===== config.mk =====
export PLATFORM = sky130hd
export DESIGN_NAME = sod_opcode_decoder
export DESIGN_NICKNAME = d
export VERILOG_FILES = /design/src/design/sod_pkg.sv /design/src/design/sod_fifo_if.sv /design/src/design/sod_fifo.sv /design/src/design/sod_opcode_decoder.sv
export SDC_FILE = /design/constraint.sdc
export NUM_CORES = 1
export LEC_CHECK = 0
export ABC_CLOCK_PERIOD_IN_PS = 4100
export BUFFER_PORTS_ARGS = -buffer_cell sky130_fd_sc_hd__buf_2
export CORE_MARGIN = 3
export CORE_UTILIZATION = 50
export DETAILED_ROUTE_END_ITERATION = 10
export GPL_ROUTABILITY_DRIVEN = 0
export MAX_ROUTING_LAYER = met4
export PLACE_DENSITY = 0.67
export SLEW_MARGIN = 10
export SYNTH_ARGS = -nofsm -noshare
export SYNTH_HDL_FRONTEND = slang
export SYNTH_SLANG_ARGS = --single-unit

===== constraint.sdc =====
create_clock -name CLK_SYS -period 4.1 [get_ports CLK_SYS]
set_input_delay 0.205 -clock CLK_SYS [delete_from_list [all_inputs] [get_ports CLK_SYS]]
set_output_delay 0.205 -clock CLK_SYS [all_outputs]
set_load 0.01 [all_outputs]

===== src/design/sod_pkg.sv =====
// constants for the serial opcode decoder and status register
package sod_pkg;
    localparam int         OP_W             = 8;
    localparam int         VALID_OP_COUNT   = 21;
    localparam logic [7:0] OP_STATUS_FETCH  = 8'h05;
    localparam logic [7:0] OP_QSTATUS_FETCH = 8'h09;
    localparam logic [7:0] OP_STATUS_STORE  = 8'h01;
    localparam logic [7:0] OP_ARM_WRITES    = 8'h06;
    localparam logic [7:0] OP_DISARM_WRITES = 8'h04;
    localparam logic [7:0] OP_MEM_READ      = 8'h03;
    localparam logic [7:0] OP_MEM_QREAD     = 8'h0B;
    localparam logic [7:0] OP_MEM_WRITE     = 8'h02;
    localparam logic [7:0] OP_CLOCK_FETCH   = 8'h13;
    localparam logic [7:0] OP_QCLOCK_FETCH  = 8'h1D;
    localparam logic [7:0] OP_CLOCK_STORE   = 8'h12;
    localparam logic [7:0] OP_NV_SAVE       = 8'h3C;
    localparam logic [7:0] OP_NV_RESTORE    = 8'h60;
    localparam logic [7:0] OP_AUTOSAVE_ON   = 8'h59;
    localparam logic [7:0] OP_AUTOSAVE_OFF  = 8'h19;
    localparam logic [7:0] OP_SLEEP         = 8'hB9;
    localparam logic [7:0] OP_SERIAL_STORE  = 8'hC2;
    localparam logic [7:0] OP_SERIAL_FETCH  = 8'hC3;
    localparam logic [7:0] OP_QSERIAL_FETCH = 8'hC9;
    localparam logic [7:0] OP_IDENT_FETCH   = 8'h9F;
    localparam logic [7:0] OP_QIDENT_FETCH  = 8'h99;
    localparam logic [7:0] OP_RESERVED      = 8'h1E;
    // status bit positions
    localparam int         SB_BUSY          = 0;
    localparam int         SB_ARM           = 1;
    localparam int         SB_GUARD_LO      = 2;
    localparam int         SB_GUARD_HI      = 3;
    localparam int         SB_LOCK          = 6;
    localparam int         SB_PPE           = 7;
    localparam logic [7:0] STATUS_RST       = 8'h00;
    localparam logic [7:0] STORE_MASK       = 8'hCC;
    // guarded ranges
    localparam logic [12:0] GUARD_Q_BASE    = 13'h1800;
    localparam logic [12:0] GUARD_H_BASE    = 13'h1000;
    localparam logic [12:0] GUARD_A_BASE    = 13'h0000;
    localparam logic [12:0] GUARD_TOP       = 13'h1FFF;
    localparam int          FIFO_DEPTH      = 16;
    typedef enum logic [4:0] {
        SOD_NONE = 5'h00, SOD_SR_RD = 5'h01, SOD_SR_QRD = 5'h02, SOD_SR_WR = 5'h03,
        SOD_ARM = 5'h04, SOD_DISARM = 5'h05, SOD_M_RD = 5'h06, SOD_M_QRD = 5'h07,
        SOD_M_WR = 5'h08, SOD_C_RD = 5'h09, SOD_C_QRD = 5'h0A, SOD_C_WR = 5'h0B,
        SOD_SAVE = 5'h0C, SOD_RESTORE = 5'h0D, SOD_AS_ON = 5'h0E, SOD_AS_OFF = 5'h0F,
        SOD_SLEEP = 5'h10, SOD_SN_WR = 5'h11, SOD_SN_RD = 5'h12, SOD_SN_QRD = 5'h13,
        SOD_ID_RD = 5'h14, SOD_ID_QRD = 5'h15
    } sod_cmd_e;
endpackage


===== src/design/sod_fifo_if.sv =====
// valid/ready carrier between the decoder and its opcode fifo
`timescale 1ns/100ps
interface sod_fifo_if #(parameter int W = 8);
    logic         valid;
    logic         ready;
    logic [W-1:0] data;
    modport src (output valid, output data, input ready);
    modport snk (input valid, input data, output ready);
endinterface


===== src/design/sod_fifo.sv =====
// parameterised fifo with valid/ready on both sides
`timescale 1ns/100ps
module sod_fifo #(
    parameter int W     = 8,
    parameter int DEPTH = 16
) (
    input  wire logic clk,
    input  wire logic rst,
    sod_fifo_if.snk   wr,
    sod_fifo_if.src   rd
);
    localparam int AW = $clog2(DEPTH);
    logic [W-1:0]  mem_ff [DEPTH];
    logic [AW:0]   wp_ff;
    logic [AW:0]   rp_ff;
    logic [W-1:0]  dout_ff;
    logic          dv_ff;
    logic          full;
    logic          empty;
    logic          pop;
    logic [AW:0]   used;

    assign used     = wp_ff - rp_ff;
    // the output register is one of the DEPTH slots
    assign full     = (used == (AW+1)'(DEPTH)) || (dv_ff && (used == (AW+1)'(DEPTH - 1)));
    assign empty    = (wp_ff == rp_ff);
    assign wr.ready = !full;
    assign pop      = !empty && (!dv_ff || rd.ready);
    assign rd.valid = dv_ff;
    assign rd.data  = dout_ff;

    always_ff @(posedge clk) begin
        if (wr.valid && !full) begin
            mem_ff[wp_ff[AW-1:0]] <= wr.data;
        end
    end

    always_ff @(posedge clk) begin
        if (rst) begin
            wp_ff <= '0;
        end else if (wr.valid && !full) begin
            wp_ff <= wp_ff + 1'b1;
        end
    end

    always_ff @(posedge clk) begin
        if (rst) begin
            rp_ff   <= '0;
            dv_ff   <= 1'b0;
            dout_ff <= '0;
        end else if (pop) begin
            rp_ff   <= rp_ff + 1'b1;
            dv_ff   <= 1'b1;
            dout_ff <= mem_ff[rp_ff[AW-1:0]];
        end else if (rd.ready) begin
            dv_ff   <= 1'b0;
        end
    end
endmodule // sod_fifo


===== src/design/sod_opcode_decoder.sv =====
// serial opcode decoder with protection and ready status byte
`timescale 1ns/100ps
// Operation
// - first byte after select is caught in an eight-bit opcode register.
// - bits arrive and leave MSB first; each instruction starts at select falling.
// - exactly twenty-one opcodes are recognised.
// - 05 reads status, 09 reads status fast, 01 writes status.
// - 06 arms writes, 04 disarms writes.
// - 03 reads array, 0B reads array fast, 02 writes array.
// - 13 reads clock, 1D reads clock fast, 12 writes clock.
// - 3C save, 60 restore, 59 autosave on, 19 autosave off.
// - B9 sleep, C2 serial write, C3 serial read, C9 fast serial read.
// - 9F identification read, 99 fast identification read.
// - status layout: enable, lock, zero, zero, guard hi, guard lo, arm, busy.
// - busy bit reads one while save or restore runs.
// - status write changes only enable, guard bits and lock.
// - bits five and four ignore writes and read zero.
// - all writable status bits start at zero.
// - arm bit clears at power-up; writes need it set; here only 01 waits for it, other write opcodes are queued with arm clear too.
// - serial writes are refused once the lock is set.
// - lock bit can be set once and never cleared.
// - status read returns status byte on serial output.
// - unknown opcode ignored until next select; output stays released.
// - guard pair selects none, top quarter, top half or whole array.
// - completed write class instruction clears the arm bit.
// - enable set and protect pin low rejects status writes.
module sod_opcode_decoder #(
    parameter int FIFO_DEPTH = sod_pkg::FIFO_DEPTH
) (
    input  wire logic        CLK_SYS,
    input  wire logic        RESET,
    input  wire logic        SPI_CS_N,
    input  wire logic        SPI_SCK,
    input  wire logic        SPI_SI,
    output logic             SPI_SO_O,
    output logic             SPI_SO_OE_N,
    input  wire logic        WRITE_PROTECT_N,
    input  wire logic        NV_BUSY,
    output logic [7:0]       STATUS_BYTE,
    output logic [12:0]      GUARD_BASE,
    output logic             GUARD_ANY,
    output logic             SERIAL_WRITE_OK,
    output logic             OP_VALID,
    output logic [4:0]       OP_CMD,
    input  wire logic        OP_READY
);
    // pin synchronisers
    logic [1:0] cs_sync_ff;
    logic [1:0] sck_sync_ff;
    logic [1:0] si_sync_ff;
    logic [1:0] wp_sync_ff;
    logic [1:0] busy_sync_ff;
    logic       sck_prev_ff;
    logic       cs_prev_ff;

    always_ff @(posedge CLK_SYS) begin
        if (RESET) begin
            cs_sync_ff   <= 2'b11;
            sck_sync_ff  <= 2'b00;
            si_sync_ff   <= 2'b00;
            wp_sync_ff   <= 2'b11;
            busy_sync_ff <= 2'b00;
            sck_prev_ff  <= 1'b0;
            cs_prev_ff   <= 1'b1;
        end else begin
            cs_sync_ff   <= {cs_sync_ff[0], SPI_CS_N};
            sck_sync_ff  <= {sck_sync_ff[0], SPI_SCK};
            si_sync_ff   <= {si_sync_ff[0], SPI_SI};
            wp_sync_ff   <= {wp_sync_ff[0], WRITE_PROTECT_N};
            busy_sync_ff <= {busy_sync_ff[0], NV_BUSY};
            sck_prev_ff  <= sck_sync_ff[1];
            cs_prev_ff   <= cs_sync_ff[1];
        end
    end

    logic cs_n;
    logic sck_rise;
    logic sck_fall;
    logic cs_fall;
    logic cs_rise;
    assign cs_n     = cs_sync_ff[1];
    assign sck_rise = !cs_n && sck_sync_ff[1] && !sck_prev_ff;
    assign sck_fall = !cs_n && !sck_sync_ff[1] && sck_prev_ff;
    assign cs_fall  = !cs_n && cs_prev_ff;
    assign cs_rise  = cs_n && !cs_prev_ff;

    typedef enum logic [2:0] {
        SOD_IDLE   = 3'b000,
        SOD_OPCODE = 3'b001,
        SOD_SR_OUT = 3'b010,
        SOD_SR_IN  = 3'b011,
        SOD_PASS   = 3'b100,
        SOD_IGNORE = 3'b101
    } sod_state_e;

    sod_state_e         state_ff;
    logic [7:0]         shift_ff;
    logic [3:0]         bitcnt_ff;
    logic [7:0]         opcode_ff;
    logic [7:0]         tx_ff;
    logic               so_oe_n_ff;
    logic               so_ff;
    logic               dummy_ff;
    logic [7:0]         nxt_shift;
    sod_pkg::sod_cmd_e  cmd;
    logic               wp_block_ff;

    assign nxt_shift = {shift_ff[6:0], si_sync_ff[1]};

    // opcode classification
    always_comb begin
        unique case (nxt_shift)
            sod_pkg::OP_STATUS_FETCH:  cmd = sod_pkg::SOD_SR_RD;
            sod_pkg::OP_QSTATUS_FETCH: cmd = sod_pkg::SOD_SR_QRD;
            sod_pkg::OP_STATUS_STORE:  cmd = sod_pkg::SOD_SR_WR;
            sod_pkg::OP_ARM_WRITES:    cmd = sod_pkg::SOD_ARM;
            sod_pkg::OP_DISARM_WRITES: cmd = sod_pkg::SOD_DISARM;
            sod_pkg::OP_MEM_READ:      cmd = sod_pkg::SOD_M_RD;
            sod_pkg::OP_MEM_QREAD:     cmd = sod_pkg::SOD_M_QRD;
            sod_pkg::OP_MEM_WRITE:     cmd = sod_pkg::SOD_M_WR;
            sod_pkg::OP_CLOCK_FETCH:   cmd = sod_pkg::SOD_C_RD;
            sod_pkg::OP_QCLOCK_FETCH:  cmd = sod_pkg::SOD_C_QRD;
            sod_pkg::OP_CLOCK_STORE:   cmd = sod_pkg::SOD_C_WR;
            sod_pkg::OP_NV_SAVE:       cmd = sod_pkg::SOD_SAVE;
            sod_pkg::OP_NV_RESTORE:    cmd = sod_pkg::SOD_RESTORE;
            sod_pkg::OP_AUTOSAVE_ON:   cmd = sod_pkg::SOD_AS_ON;
            sod_pkg::OP_AUTOSAVE_OFF:  cmd = sod_pkg::SOD_AS_OFF;
            sod_pkg::OP_SLEEP:         cmd = sod_pkg::SOD_SLEEP;
            sod_pkg::OP_SERIAL_STORE:  cmd = sod_pkg::SOD_SN_WR;
            sod_pkg::OP_SERIAL_FETCH:  cmd = sod_pkg::SOD_SN_RD;
            sod_pkg::OP_QSERIAL_FETCH: cmd = sod_pkg::SOD_SN_QRD;
            sod_pkg::OP_IDENT_FETCH:   cmd = sod_pkg::SOD_ID_RD;
            sod_pkg::OP_QIDENT_FETCH:  cmd = sod_pkg::SOD_ID_QRD;
            default:                   cmd = sod_pkg::SOD_NONE;
        endcase
    end

    // status bits
    logic       arm_ff;
    logic       guard_lo_ff;
    logic       guard_hi_ff;
    logic       lock_ff;
    logic       ppe_ff;
    logic [7:0] status;
    logic       op_done;
    logic       write_class;
    logic       sr_wr_done;

    assign status = {ppe_ff, lock_ff, 2'b00, guard_hi_ff, guard_lo_ff,
                     arm_ff, busy_sync_ff[1]};

    // command strobe into the fifo
    sod_fifo_if #(.W(5)) cmd_in ();
    sod_fifo_if #(.W(5)) cmd_out ();
    logic       push_ff;
    logic [4:0] push_cmd_ff;

    assign cmd_in.valid  = push_ff;
    assign cmd_in.data   = push_cmd_ff;
    assign cmd_out.ready = OP_READY;
    assign OP_VALID      = cmd_out.valid;
    assign OP_CMD        = cmd_out.data;

    sod_fifo #(
        .W     (5),
        .DEPTH (FIFO_DEPTH)
    ) u_cmd_fifo (
        .clk (CLK_SYS),
        .rst (RESET),
        .wr  (cmd_in.snk),
        .rd  (cmd_out.src)
    );

    // state machine
    always_ff @(posedge CLK_SYS) begin
        if (RESET) begin
            state_ff  <= SOD_IDLE;
            bitcnt_ff <= 4'h0;
            shift_ff  <= 8'h00;
            opcode_ff <= 8'h00;
            dummy_ff  <= 1'b0;
        end else if (cs_n) begin
            state_ff  <= SOD_IDLE;
            bitcnt_ff <= 4'h0;
        end else if (cs_fall) begin
            state_ff  <= SOD_OPCODE;
            bitcnt_ff <= 4'h0;
        end else if (sck_rise) begin
            unique case (state_ff)
                SOD_IDLE, SOD_PASS, SOD_IGNORE: begin
                    bitcnt_ff <= bitcnt_ff;
                end
                SOD_OPCODE: begin
                    shift_ff  <= nxt_shift;
                    bitcnt_ff <= bitcnt_ff + 4'h1;
                    if (bitcnt_ff == 4'h7) begin
                        opcode_ff <= nxt_shift;
                        bitcnt_ff <= 4'h0;
                        dummy_ff  <= (cmd == sod_pkg::SOD_SR_QRD);
                        if (cmd == sod_pkg::SOD_NONE) begin
                            state_ff <= SOD_IGNORE;
                        end else if (cmd == sod_pkg::SOD_SR_RD ||
                                     cmd == sod_pkg::SOD_SR_QRD) begin
                            state_ff <= SOD_SR_OUT;
                        end else if (cmd == sod_pkg::SOD_SR_WR && arm_ff) begin
                            state_ff <= SOD_SR_IN;
                        end else begin
                            state_ff <= SOD_PASS;
                        end
                    end
                end
                SOD_SR_OUT: begin
                    bitcnt_ff <= (bitcnt_ff == 4'h7) ? 4'h0 : bitcnt_ff + 4'h1;
                    if (bitcnt_ff == 4'h7) begin
                        dummy_ff <= 1'b0;
                    end
                end
                SOD_SR_IN: begin
                    shift_ff  <= nxt_shift;
                    bitcnt_ff <= bitcnt_ff + 4'h1;
                    if (bitcnt_ff == 4'h7) begin
                        state_ff <= SOD_PASS;
                    end
                end
            endcase
        end
    end

    assign sr_wr_done = sck_rise && state_ff == SOD_SR_IN && bitcnt_ff == 4'h7;

    // serial output, changes on falling clock edges
    always_ff @(posedge CLK_SYS) begin
        if (RESET) begin
            so_ff      <= 1'b0;
            so_oe_n_ff <= 1'b1;
            tx_ff      <= 8'h00;
        end else if (cs_n || state_ff != SOD_SR_OUT) begin
            so_oe_n_ff <= 1'b1;
            tx_ff      <= status;
        end else if (sck_fall) begin
            if (bitcnt_ff == 4'h0) begin
                tx_ff <= {status[6:0], 1'b0};
                so_ff <= status[7];
            end else begin
                tx_ff <= {tx_ff[6:0], 1'b0};
                so_ff <= tx_ff[7];
            end
            so_oe_n_ff <= dummy_ff;
        end
    end

    assign SPI_SO_O    = so_ff;
    assign SPI_SO_OE_N = so_oe_n_ff;

    // protect pin sampled at start of each frame
    always_ff @(posedge CLK_SYS) begin
        if (RESET) begin
            wp_block_ff <= 1'b0;
        end else if (cs_fall) begin
            wp_block_ff <= ppe_ff && !wp_sync_ff[1];
        end
    end

    // instructions that finish when select rises
    always_comb begin
        unique case (sod_pkg::sod_cmd_e'(push_cmd_ff))
            sod_pkg::SOD_SR_WR, sod_pkg::SOD_M_WR, sod_pkg::SOD_C_WR,
            sod_pkg::SOD_SN_WR, sod_pkg::SOD_SAVE, sod_pkg::SOD_RESTORE,
            sod_pkg::SOD_AS_ON, sod_pkg::SOD_AS_OFF: write_class = 1'b1;
            default: write_class = 1'b0;
        endcase
    end

    logic frame_cmd_ok_ff;
    always_ff @(posedge CLK_SYS) begin
        if (RESET) begin
            push_ff         <= 1'b0;
            push_cmd_ff     <= 5'h00;
            frame_cmd_ok_ff <= 1'b0;
        end else begin
            push_ff <= 1'b0;
            if (cs_fall) begin
                frame_cmd_ok_ff <= 1'b0;
            end else if (sck_rise && state_ff == SOD_OPCODE && bitcnt_ff == 4'h7) begin
                push_cmd_ff     <= cmd;
                frame_cmd_ok_ff <= cmd != sod_pkg::SOD_NONE &&
                                   !(cmd == sod_pkg::SOD_SN_WR && lock_ff);
                push_ff         <= cmd != sod_pkg::SOD_NONE &&
                                   (!((cmd == sod_pkg::SOD_SN_WR) && lock_ff));
            end
        end
    end

    assign op_done = cs_rise && frame_cmd_ok_ff && write_class && arm_ff;

    // write enable latch
    always_ff @(posedge CLK_SYS) begin
        if (RESET) begin
            arm_ff <= sod_pkg::STATUS_RST[sod_pkg::SB_ARM];
        end else if (cs_rise && frame_cmd_ok_ff &&
                     push_cmd_ff == sod_pkg::SOD_ARM) begin
            arm_ff <= 1'b1;
        end else if (cs_rise && frame_cmd_ok_ff &&
                     push_cmd_ff == sod_pkg::SOD_DISARM) begin
            arm_ff <= 1'b0;
        end else if (op_done) begin
            arm_ff <= 1'b0;
        end
    end

    // writable status bits
    always_ff @(posedge CLK_SYS) begin
        if (RESET) begin
            ppe_ff      <= sod_pkg::STATUS_RST[sod_pkg::SB_PPE];
            lock_ff     <= sod_pkg::STATUS_RST[sod_pkg::SB_LOCK];
            guard_hi_ff <= sod_pkg::STATUS_RST[sod_pkg::SB_GUARD_HI];
            guard_lo_ff <= sod_pkg::STATUS_RST[sod_pkg::SB_GUARD_LO];
        end else if (sr_wr_done && !wp_block_ff) begin
            ppe_ff      <= nxt_shift[sod_pkg::SB_PPE];
            lock_ff     <= lock_ff | nxt_shift[sod_pkg::SB_LOCK];
            guard_hi_ff <= nxt_shift[sod_pkg::SB_GUARD_HI];
            guard_lo_ff <= nxt_shift[sod_pkg::SB_GUARD_LO];
        end
    end

    // guarded range base
    always_ff @(posedge CLK_SYS) begin
        if (RESET) begin
            GUARD_BASE <= sod_pkg::GUARD_TOP;
            GUARD_ANY  <= 1'b0;
        end else begin
            unique case ({guard_hi_ff, guard_lo_ff})
                2'b00: GUARD_BASE <= sod_pkg::GUARD_TOP;
                2'b01: GUARD_BASE <= sod_pkg::GUARD_Q_BASE;
                2'b10: GUARD_BASE <= sod_pkg::GUARD_H_BASE;
                2'b11: GUARD_BASE <= sod_pkg::GUARD_A_BASE;
            endcase
            GUARD_ANY <= guard_hi_ff | guard_lo_ff;
        end
    end

    always_ff @(posedge CLK_SYS) begin
        if (RESET) begin
            STATUS_BYTE     <= sod_pkg::STATUS_RST;
            SERIAL_WRITE_OK <= 1'b1;
        end else begin
            STATUS_BYTE     <= status;
            SERIAL_WRITE_OK <= !lock_ff;
        end
    end
endmodule // sod_opcode_decoder


[Yosys cells after proc, flatten, opt, wreduce, memory -nomap -nowiden]
Memories as Yosys holds them, arrays and structs flattened. A register that Yosys moved wholly into a read port is not among the register bits.
Cells that the tools add are included.
Storage, ports and cells
  register bits: 84
  memory bits (writable): 80
  bits in read-only memories: 32
  input bits: 8
  output and inout bits: 31
  memories: 2
Memories
  u_cmd_fifo.mem_ff: words 16, width 5, rd ports 1, clocked after Yosys merged registers in 1, write ports 1, RTL line sod_fifo.sv:13  | logic [W-1:0] mem_ff [DEPTH];
  (name not given): words 32, width 1, rd ports 1, clocked after Yosys merged registers in 1, write ports 0, RTL line sod_opcode_decoder.sv:266  | unique case (sod_pkg::sod_cmd_e'(push_cmd_ff))
Cells by class
  add/subtract/negate cells: 4
  equality and inequality tests: 45
  muxes and demuxes: 28
  bitwise logic cells: 7
  reduce and logical (&&, ||, !) cells: 65
Operators with widths (count)
  5-bit one-hot mux with 21 select lines: 1
  13-bit one-hot mux with 4 select lines: 1
  8-bit == test (second input constant): 6
  8-bit by 5-bit == test with 1-bit output (second input constant): 4
  8-bit by 3-bit == test with 1-bit output (second input constant): 3
  8-bit 2-to-1 mux: 3
  1-bit logical AND: 23
  8-bit by 2-bit == test with 1-bit output (second input constant): 2
  8-bit by 4-bit == test with 1-bit output (second input constant): 2
  8-bit by 7-bit == test with 1-bit output (second input constant): 2
  3-bit 2-to-1 mux: 5
  1-bit 2-to-1 mux: 12
  4-bit AND reduction: 3
  1-bit zero test: 11
  5-bit by 1-bit adder with 5-bit output (second input constant): 2
  5-bit by 2-bit == test with 1-bit output (second input constant): 2
  5-bit by 3-bit == test with 1-bit output (second input constant): 2
  5-bit == test (second input constant): 2
  5-bit 2-to-1 mux: 2
  2-bit nonzero test: 5
  2-bit OR reduction: 5
  3-bit by 2-bit != test with 1-bit output (second input constant): 3
  3-bit OR reduction: 3
  8-bit by 1-bit == test with 1-bit output (second input constant): 1
  29 further kinds: 44

[Depth between registers and ports, before layout]
Gate-level depths: netlist (run 1).
  depth in word-level cells: 11
  mapped depth: 11
  mapped depth without buffers: 10

[Cells and area by module]
Synthesis (run 1) repeated with hierarchy kept, for this count alone.
Second synthesis, totals
  cells, all modules: 576
  area, all modules: 7061.8 um^2
By module, submodules not included
  sod_fifo: instances 1, cells each 230, area each 4030.1 um^2
  sod_opcode_decoder: instances 1, cells each 346, area each 3031.7 um^2

[Least setup slack after synthesis (run 1)]
Ideal clock, no wire load.
  path kind: register -> register
  from: reg u_cmd_fifo.rp_ff[1]
  to: reg u_cmd_fifo.wp_ff[4]
  library setup time: 0.123 ns
  arrival: 2.970 ns
  setup slack: 1.006 ns
  cell stages (with the launch flop): 10
  cells stage by stage: dfxtp_1 clkbuf_1 inv_1 fa_1 a21o_1 a21oi_1 xor2_1 nor2_1 a2111oi_2 mux2_1
Between the ends
  word-level cells in the longest chain between the ends: 6
Ends and longest elaborated chain
  start: declaration: RTL line sod_fifo.sv:15  | logic [AW:0] rp_ff;
  start signal: assignment: RTL line sod_fifo.sv:52  | rp_ff <= rp_ff + 1'b1;
  5-bit subtractor (*): RTL line sod_fifo.sv:23  | assign used = wp_ff - rp_ff;
  5-bit by 4-bit == test with 1-bit output: RTL line sod_fifo.sv:25  | assign full = (used == (AW+1)'(DEPTH)) || (dv_ff && (used == (AW+1)'(DEPTH - 1)));
  1-bit logical AND: RTL line sod_fifo.sv:25
  1-bit logical OR (*): RTL line sod_fifo.sv:25
  1-bit zero test (*)
  1-bit logical AND (*): RTL line sod_fifo.sv:41  | end else if (wr.valid && !full) begin
  end signal: assignment: RTL line sod_fifo.sv:42  | wp_ff <= wp_ff + 1'b1;
  end: declaration: RTL line sod_fifo.sv:14  | logic [AW:0] wp_ff;
Every way passes the cells marked *; elsewhere a longest branch is shown, timed or not.
A chain may end at the register's enable or synchronous reset.

[Worst setup path in the final report (run 1)]
  from: reg u_cmd_fifo.rp_ff[1]
  to: mem u_cmd_fifo.mem_ff[7][2] (enable)
Between the ends
  word-level cells in the longest chain between the ends: 8
Ends and longest elaborated chain
  5-bit subtractor (*): RTL line sod_fifo.sv:23
  5-bit by 4-bit == test with 1-bit output: RTL line sod_fifo.sv:25
  1-bit logical AND: RTL line sod_fifo.sv:25
  1-bit logical OR (*): RTL line sod_fifo.sv:25
  1-bit zero test (*)
  1-bit logical AND (*): RTL line sod_fifo.sv:33  | if (wr.valid && !full) begin
  1-bit 2-to-1 mux (*): RTL line sod_fifo.sv:33
  1-bit 2-to-1 mux (implied by the code) (*): RTL line sod_fifo.sv:34  | mem_ff[wp_ff[AW-1:0]] <= wr.data;
  end: declaration: RTL line sod_fifo.sv:13
Marks and branches as above.

==> key figures, run 1 <==
Synthesis
  – Synth Area in Compound Gates: about 7.5%
  – Seq/Total Area, Yosys: 55.1%
  – Synth Flop Type: edfxtp_1
  – Post-synthesis mux area share: between 10% and 20%
  – EDFF count, synth: 80
  – Avg Inst Size Synth: about 12 um^2
  – FFs w/ async S/R, synth: 0%
  – Yosys warning count: 0
  – Post-Synth Adder-Cell Area: between 2 and 3%
  – Simple-gate portion of the synthesized area: 16.8%
  – Syn Inst Count: approximately 580
  – Largest family of logic cells by synthesized area: simple AND/OR/NAND/NOR gates
  – Area of the mapped netlist: 0.00720 mm^2
  – Yosys reg bits: 158
  – XOR/XNOR share of the synthesized area: roughly 1.2%
  – Number of library cell types mapped by synthesis: 84

STA
  – Final TNS setup: 0 ns
  – F_max: 316 MHz
  – Rel. slew slack: between 20% and 30%
  – Worst-Margin Slew: around 1.1 ns
  – Slew Limit Fails: 0
  – Clock skew: about 0.013 ns
  – Final worst-path cycle share: 77.3%
  – Crit path time final: roughly 3.2 ns
  – Hold Violations, Final: 0
  – RSZ-0062 raised after global routing: false
  – Final setup violation count: 0

GRT
  – Vias in the first global route: 4560
  – Initial antenna violation count: 0
  – Grt ovf: 0
  – GRT Util Overall: 20.1%
  – First-pass GRT wire length: approximately 24000 um
  – Largest net degree at the start of global routing: 52

Clock tree
  – Clock buffer depth: 2
  – CTS Sinks: approximately 160
  – CTS root buffer: clkbuf_16
  – Clk slew on worst S/H paths: approximately 0.070 ns
  – Inserted Clock Buffers: 17
  – CTS H-Tree Depth: 4
  – Worst-Skew Late Latency: 0.41 ns
  – CTS tree: done

Drt
  – # DRC: 0
  – Routed wire length: approximately 15000 um
  – Antenna viol nets, final: 0
  – Avg Vias per Cell: 5.76
  – DR iter-0 viols: 343
  – Routed len/inst: between 15 and 20 um
  – Total number of vias: around 4.6k
  – Drt pass-1 iters: 5

Setup path
  – R2R cell count: 9
  – WS Path Type: flop to flop
  – Slowest stage delay, CP: about 0.52 ns
  – Critical Path RT: about 4.2 ns
  – CP startpoint kind: flop
  – Crit-path slowest cell: a211oi_1
  – Element type at the critical path end: flop
  – CP Data Arrival Time: around 3.3 ns
  – Worst Path Max Fanout: 24
  – Crit-path cells: buf_4 > inv_1 > ha_1 > nor2b_1 > o21ai_0 > a21boi_0 > o2111a_1 > a211oi_1 > and2_1

Min path
  – HP Class: primary input to flop
  – Hold depth: 2

Flow run
  – Max-Cap Viols: 0

Placed design
  – Placed Cells: approximately 770
  – Number of port buffers: 36
  – DP HPWL: between 9000 and 10000 um

Power
  – Worst vdd ir: around 280 uV
  – Leakage: roughly 0.0028 uW
  – P per Cell Area: ~420 mW/mm^2

Cells and area
  – Share of layout cells above drive strength 1: ~22%
  – Ant. Diodes: 0
  – Non-filler cells, final: 802
  – Final Util: 57.3%
  – Multi-input combinational cell area: ~0.0029 mm^2
  – Final Net Count: 631
  – Fillers: about 1.1k
  – Seq. cell area: 0.00396 mm^2
  – Synth-to-Final Area Change: 11.3%

Floorplanning
  – Die Y: approximately 130 um
  – Placement Rows: between 40 and 50
  – Core footprint: roughly 0.014 mm^2
  – Die X: 126 um
  – Starting Density: between 50% and 60%
  – I/O pins: 39
  – Die Area: between 0.015 and 0.02 mm^2

Status
  – Status: finished, final reports clean
==> Yosys cell counts (4+ instances only) <==
master,n,area [um^2]
nor2b_1,22,138
a221oi_1,4,35.0
nor4b_1,7,61.3
xor2_1,5,43.8
nor2_1,71,267
edfxtp_1,80,2400
nor4_1,6,37.5
o21ai_0,10,50.1
nand4b_1,4,35.0
nand2b_1,9,56.3
xnor2_1,5,43.8
ha_1,13,163
nand3_1,6,30.0
and3_1,12,75.1
a21oi_1,15,75.1
nand4_1,6,37.5
inv_1,21,78.8
nand3b_1,6,45.0
nor3_1,8,40.0
mux2i_1,20,200
dfxtp_1,78,1560
nand2_1,17,63.8
or2_2,6,37.5
clkbuf_1,13,48.8
mux4_2,25,563
buf_4,15,113
mux2_2,8,90.1
a211oi_1,9,67.6
==> logic make-up after synthesis <==
family	after synthesis
buffers and inverters	62
other	1
multiplexers	54
AND/OR/NAND/NOR	211
flip-flops	158
AO/OA/AOI/OAI	71
XOR/XNOR	10
adder cells (fa/ha/maj)	14
==> worst max-delay path, delay by kind of cell, from the launching register on <==
family / cells / cell delay [ns]
compound gates: 4 / 1.29
fa+ha+maj: 1 / 0.32
buf+inv: 2 / 0.45
flops: 1 / 0.31
simple gates: 2 / 0.47
==> worst paths after layout <==
| path | slack (ns) | endpoint | startpoint |
|---|---|---|---|
| worst min register to register | 0.42 | cs_sync_ff[1]$_SDFF_PP1_ | cs_sync_ff[0]$_SDFF_PP1_ |
| worst max register to register | 0.93 | u_cmd_fifo.mem_ff[7][2]$_DFFE_PP_ | u_cmd_fifo.rp_ff[1]$_SDFFE_PP0P_ |
| worst min-delay path | 0.01 | si_sync_ff[0]$_SDFF_PP0_ | SPI_SI |
| worst max-delay path | 0.93 | u_cmd_fifo.mem_ff[7][2]$_DFFE_PP_ | u_cmd_fifo.rp_ff[1]$_SDFFE_PP0P_ |
==> repair_timing <==
item,CTS,global route
setup buffers,0,0
hold buffers,4,0
hold endpoints to repair,4,0
endpoints found under the setup margin,0,0
gates resized for setup,0,0
==> layout make-up <==
type / count / area share, %
sequential: 158 / 49.5
multi-input combinational: 362 / 36.1
clock buffer: 22 / 6.18
timing repair buffer: 48 / 3.50
tap: 180 / 2.81
inverter: 22 / 1.03
clock inverter: 10 / 0.937
==> metal layers <==
metal,track usage [%],wire length (um),part of all wire [%],vias to the layer above
li1,-,-,-,2197
met1,24.6,6100,41,2267
met2,34.1,7820,53,133
met3,3.39,625,4.2,19
met4,6.50,276,1.9,0
met5,-,0,0,-
==> state kept, by name (all words and copies together) (netlist names), 2 cells and up <==
register	flops
GUARD_BASE	3
STATUS_BYTE	6
bitcnt_ff	4
busy_sync_ff	2
cmd_in.data	5
cs_sync_ff	2
sck_sync_ff	2
shift_ff	7
si_sync_ff	2
state_ff	3
tx_ff	8
u_cmd_fifo.mem_ff	80
u_cmd_fifo.rd.data	5
u_cmd_fifo.rp_ff	5
u_cmd_fifo.wp_ff	5
wp_sync_ff	2
==> placed cells by master (no fill, tap or decap), types with 8 or more instances in the layout <==
master	netlist	final
a211oi_1	9	9
a21oi_1	15	15
and3_1	12	12
buf_2	2	36
buf_4	15	8
clkbuf_16	0	18
dfxtp_1	78	78
edfxtp_1	80	80
ha_1	13	13
inv_1	21	21
mux2_2	8	8
mux2i_1	20	20
mux4_2	25	25
nand2_1	17	17
nand2b_1	9	9
nor2_1	71	71
nor2b_1	22	22
nor3_1	8	8
o21ai_0	10	10
==> power breakdown <==
part | switching [uW] | internal [uW]
Clock | 629 | 867
Sequential | 8.61 | 1660
Combinational | 96.1 | 90.8
Total | 733 | 2610
==> stage by stage <==
| stage | area [um^2] | setup WS [ns] | power, uW | hold slack, ns |
|---|---|---|---|---|
| 2_1_floorplan | 7200 | 1.01 | 1850 | 0.280 |
| 3_3_place_gp | 7400 | 1.05 | 1880 | 0.390 |
| 3_5_place_dp | 7400 | 0.959 | 1880 | 0.391 |
| 4_1_cts | 8010 | 0.901 | 3380 | 0.00351 |
| 5_1_grt | 8010 | 0.691 | 3480 | 0.0297 |
| 6_report | 8010 | 0.931 | 3350 | 0.0128 |
Note: power is estimated with default switching activity, not from simulation.
==> inputs of run 2 (changes only) <==
--- a/config.mk
+++ b/config.mk
@@ -5,7 +5,7 @@
 export SDC_FILE = /design/constraint.sdc
 export NUM_CORES = 1
 export LEC_CHECK = 0
-export ABC_CLOCK_PERIOD_IN_PS = 4100
+export ABC_CLOCK_PERIOD_IN_PS = 3000
 export BUFFER_PORTS_ARGS = -buffer_cell sky130_fd_sc_hd__buf_2
 export CORE_MARGIN = 3
 export CORE_UTILIZATION = 50
==> constraint.sdc (replaced) <==
create_clock -name CLK_SYS -period 3 [get_ports CLK_SYS]
set_input_delay 0.15 -clock CLK_SYS [delete_from_list [all_inputs] [get_ports CLK_SYS]]
set_output_delay 0.15 -clock CLK_SYS [all_outputs]
set_load 0.01 [all_outputs]
==> run 2 against run 1 <==
Compared with the run above:
- final area grew 3.7%
- clock power grew 47%
- setup slack lost 0.84 ns
- non-clock buffer count grew 23
- sequential share of layout area shrank 1.8 points
- flip-flop and latch count is the same
- register-to-register slack lost 0.84 ns
- routed wire length grew 2.2%
- clock skew shrank 0.0045 ns
- power grew 42%
- hold slack gained 0.22 ns
- critical path type unchanged
- largest power group unchanged
- highest routed layer unchanged
==> key figures, run 2 (synthesized netlist as in run 1, its figures left out) <==
Status
  – Status: finished, final reports clean

Setup path
  – R2r setup slk: 0.09 ns (-0.84 ns)
  – Crit-path slowest cell: fa_1
  – Worst Path Max Fanout: 11 (-54%)
  – WS Path Type: flop to flop
  – R2r endpoint: u_cmd_fifo.mem_ff[1][1]$_DFFE_PP_
  – CP Data Arrival Time: 3.08 ns (-0.18 ns)
  – Crit path top cell by count: inv_1
  – Worst Path Buf+Inv: 3 (+1)
  – Element type at the critical path end: flop
  – Slowest stage delay, CP: 0.45 ns (-0.07 ns)
  – Critical Path RT: 3.17 ns (-1.02 ns)
  – Worst reg2reg startpoint: u_cmd_fifo.wp_ff[0]$_SDFFE_PP0P_
  – R2R cell count: 10 (+1)
  – CP startpoint kind: flop
  – Crit-path cells: inv_1 > ha_1 > inv_1 > fa_1 > xnor2_1 > or3_4 > o41ai_4 > nor2_1 > buf_4 > and3_2
  – CP top delay family: simple AND/OR/NAND/NOR gates

Cells and area
  – Final Net Count: 654 (+3.6%)
  – Most common cell after layout, fill and taps aside: edfxtp_1
  – Share of layout cells above drive strength 1: 26.4% (+4.7 points)
  – Most frequent cells in the layout: edfxtp_1, dfxtp_1, nor2_1
  – Fillers: 1103 (-1.7%)
  – Ant. Diodes: 0 (unchanged)
  – Non-filler cells, final: 825 (+2.9%)
  – Synth-to-Final Area Change: 15.4%
  – Max reg flops: 80 (unchanged)

Power
  – Leakage: 0.00290 uW (+4.5%)
  – P per Cell Area: 573 mW/mm^2 (+37%)
  – Worst vdd ir: 428 uV (+52%)
  – Sequential power share: 47.8% (-1.9 points)
  – Comb power frac: 5.8% (+0.2 points)
  – Cell internal pwr: 3740 uW (+43%)
  – Switching Share: 21.5% (-0.46 points)
  – Psw: 1020 uW (+39%)
  – Clock share of power: 46.4% (+1.7 points)

Placed design
  – Number of port buffers: 36 (unchanged)
  – DP HPWL: 10400 um (+5.4%)
  – Placed Cells: 785 (+2.5%)
  – Pre-CTS WS: 0.0907 ns (-0.868 ns)

STA
  – Worst-Margin Slew: 0.725 ns (-0.380 ns)
  – Final worst-path cycle share: 96.9% (+20 points)
  – Fin worst setup slack: 0.0921 ns (-0.839 ns)
  – Slew Limit Fails: 0 (unchanged)
  – Clock skew: 0.00825 ns (-0.00452 ns)
  – Rel. slew slack: 51.6% (+25 points)
  – Crit path time final: 2.91 ns (-0.261 ns)
  – Hold Violations, Final: 0 (unchanged)
  – F_max: 344 MHz (+9.0%)
  – Final setup violation count: 0 (unchanged)

Clock tree
  – Worst-Skew Late Latency: 0.42 ns (about the same)
  – CTS Sinks: 158 (unchanged)
  – Inserted Clock Buffers: 17 (unchanged)
  – CTS tree: done
  – CTS H-Tree Depth: 4 (unchanged)
  – Clock buffer depth: 2 (unchanged)
  – CTS root buffer: clkbuf_16
  – Clk slew on worst S/H paths: 0.06 ns (about the same)

Min path
  – Hold depth: 2 (unchanged)
  – Hold EP: guard_lo_ff$_SDFFE_PP0P_
  – Hold path startpoint: RESET
  – HP Class: primary input to flop

GRT
  – Vias in the first global route: 4686 (+2.8%)
  – Initial antenna violation count: 0 (unchanged)
  – Grt ovf: 0 (unchanged)
  – GRT Util Overall: 20.5% (+0.46 points)
  – First-pass GRT wire length: 24600 um (+0.70%)
  – Largest net degree at the start of global routing: 39 (-25%)

Drt
  – Drt pass-1 iters: 4 (-1)
  – Routed wire length: 15100 um (+2.2%)
  – # DRC: 0 (unchanged)
  – Antenna viol nets, final: 0 (unchanged)
  – Avg Vias per Cell: 5.67 (-1.6%)
  – Total number of vias: 4674 (+1.3%)
  – Routed len/inst: 18.4 um (-0.67%)
  – DR iter-0 viols: 301 (-12%)

Floorplanning
  – Die Y: 126 um (unchanged)
  – Die Area: 0.0159 mm^2 (unchanged)
  – I/O pins: 39 (unchanged)
  – Starting Density: 51.5% (unchanged)
  – Core footprint: 0.0140 mm^2 (unchanged)
  – Placement Rows: 43 (unchanged)
  – Die X: 126 um (unchanged)

Flow run
  – Max-Cap Viols: 0 (unchanged)
run 2: per-layer routing:
metal | share of wire [%] | GRT usage, % | wire [um] | up-vias
li1 | - | - | - | 2245
met3 | 3.9 | 4.75 | 584 | 25
met1 | 41 | 24.2 | 6240 | 2304
met2 | 53 | 34.6 | 8030 | 100
met4 | 1.8 | 7.38 | 280 | 0
met5 | 0 | - | 0 | -
run 2: power by group through the flow:
stage | Sequential, uW | Clock [uW] | Combinational [uW]
after global routing | 2280 | 2350 | 305
after global placement | 2320 | 0 | 258
after detailed placement | 2320 | 0 | 263
after CTS | 2270 | 2250 | 270
final | 2270 | 2210 | 277
after floorplan | 2330 | 0 | 198
run 2: layout make-up:
cell class                      count  area, um^2  share of cell area, %
Clock buffer                       19         475                   5.72
Clock inverter                     13         149                   1.79
Inverter                           22        82.6                  0.994
Multi-Input combinational cell    362        2960                   35.6
Sequential cell                   158        3960                   47.7
Tap cell                          180         225                   2.71
Timing Repair Buffer               71         458                   5.51
run 2: stage by stage:
step	hold slack (ns)	total power (uW)	util (%)	instance area, um^2	TNS, ns
6_report	0.230	4760	59.4	8310	0
5_1_grt	0.246	4930	59.4	8310	-0.321
4_1_cts	0.222	4800	58.9	8240	0
3_5_place_dp	0.336	2580	54.0	7560	0
3_3_place_gp	0.335	2580	54.0	7560	0
2_1_floorplan	0.225	2520	-	7220	-0.934
run 2: what timing repair did:
item	4_1_cts	5_1_grt
hold endpoints to repair	6	0
hold buffers	6	0
setup buffers	0	2
gates resized for setup	0	15
setup endpoints to repair	0	60
run 2: worst max path at each step:
stage / from / to / slack [ns] / cells past startpoint
after floorplan: u_cmd_fifo.rp_ff[1]$_SDFFE_PP0P_ / u_cmd_fifo.mem_ff[12][0]$_DFFE_PP_ / -0.06 / 8
after global placement: u_cmd_fifo.wp_ff[0]$_SDFFE_PP0P_ / u_cmd_fifo.mem_ff[3][2]$_DFFE_PP_ / 0.19 / 11
after detailed placement: u_cmd_fifo.wp_ff[0]$_SDFFE_PP0P_ / u_cmd_fifo.mem_ff[11][2]$_DFFE_PP_ / 0.09 / 11
after CTS: u_cmd_fifo.wp_ff[0]$_SDFFE_PP0P_ / u_cmd_fifo.mem_ff[11][3]$_DFFE_PP_ / 0.08 / 11
after global routing: u_cmd_fifo.wp_ff[0]$_SDFFE_PP0P_ / u_cmd_fifo.mem_ff[13][3]$_DFFE_PP_ / -0.03 / 12
final: u_cmd_fifo.wp_ff[0]$_SDFFE_PP0P_ / u_cmd_fifo.mem_ff[1][1]$_DFFE_PP_ / 0.09 / 10
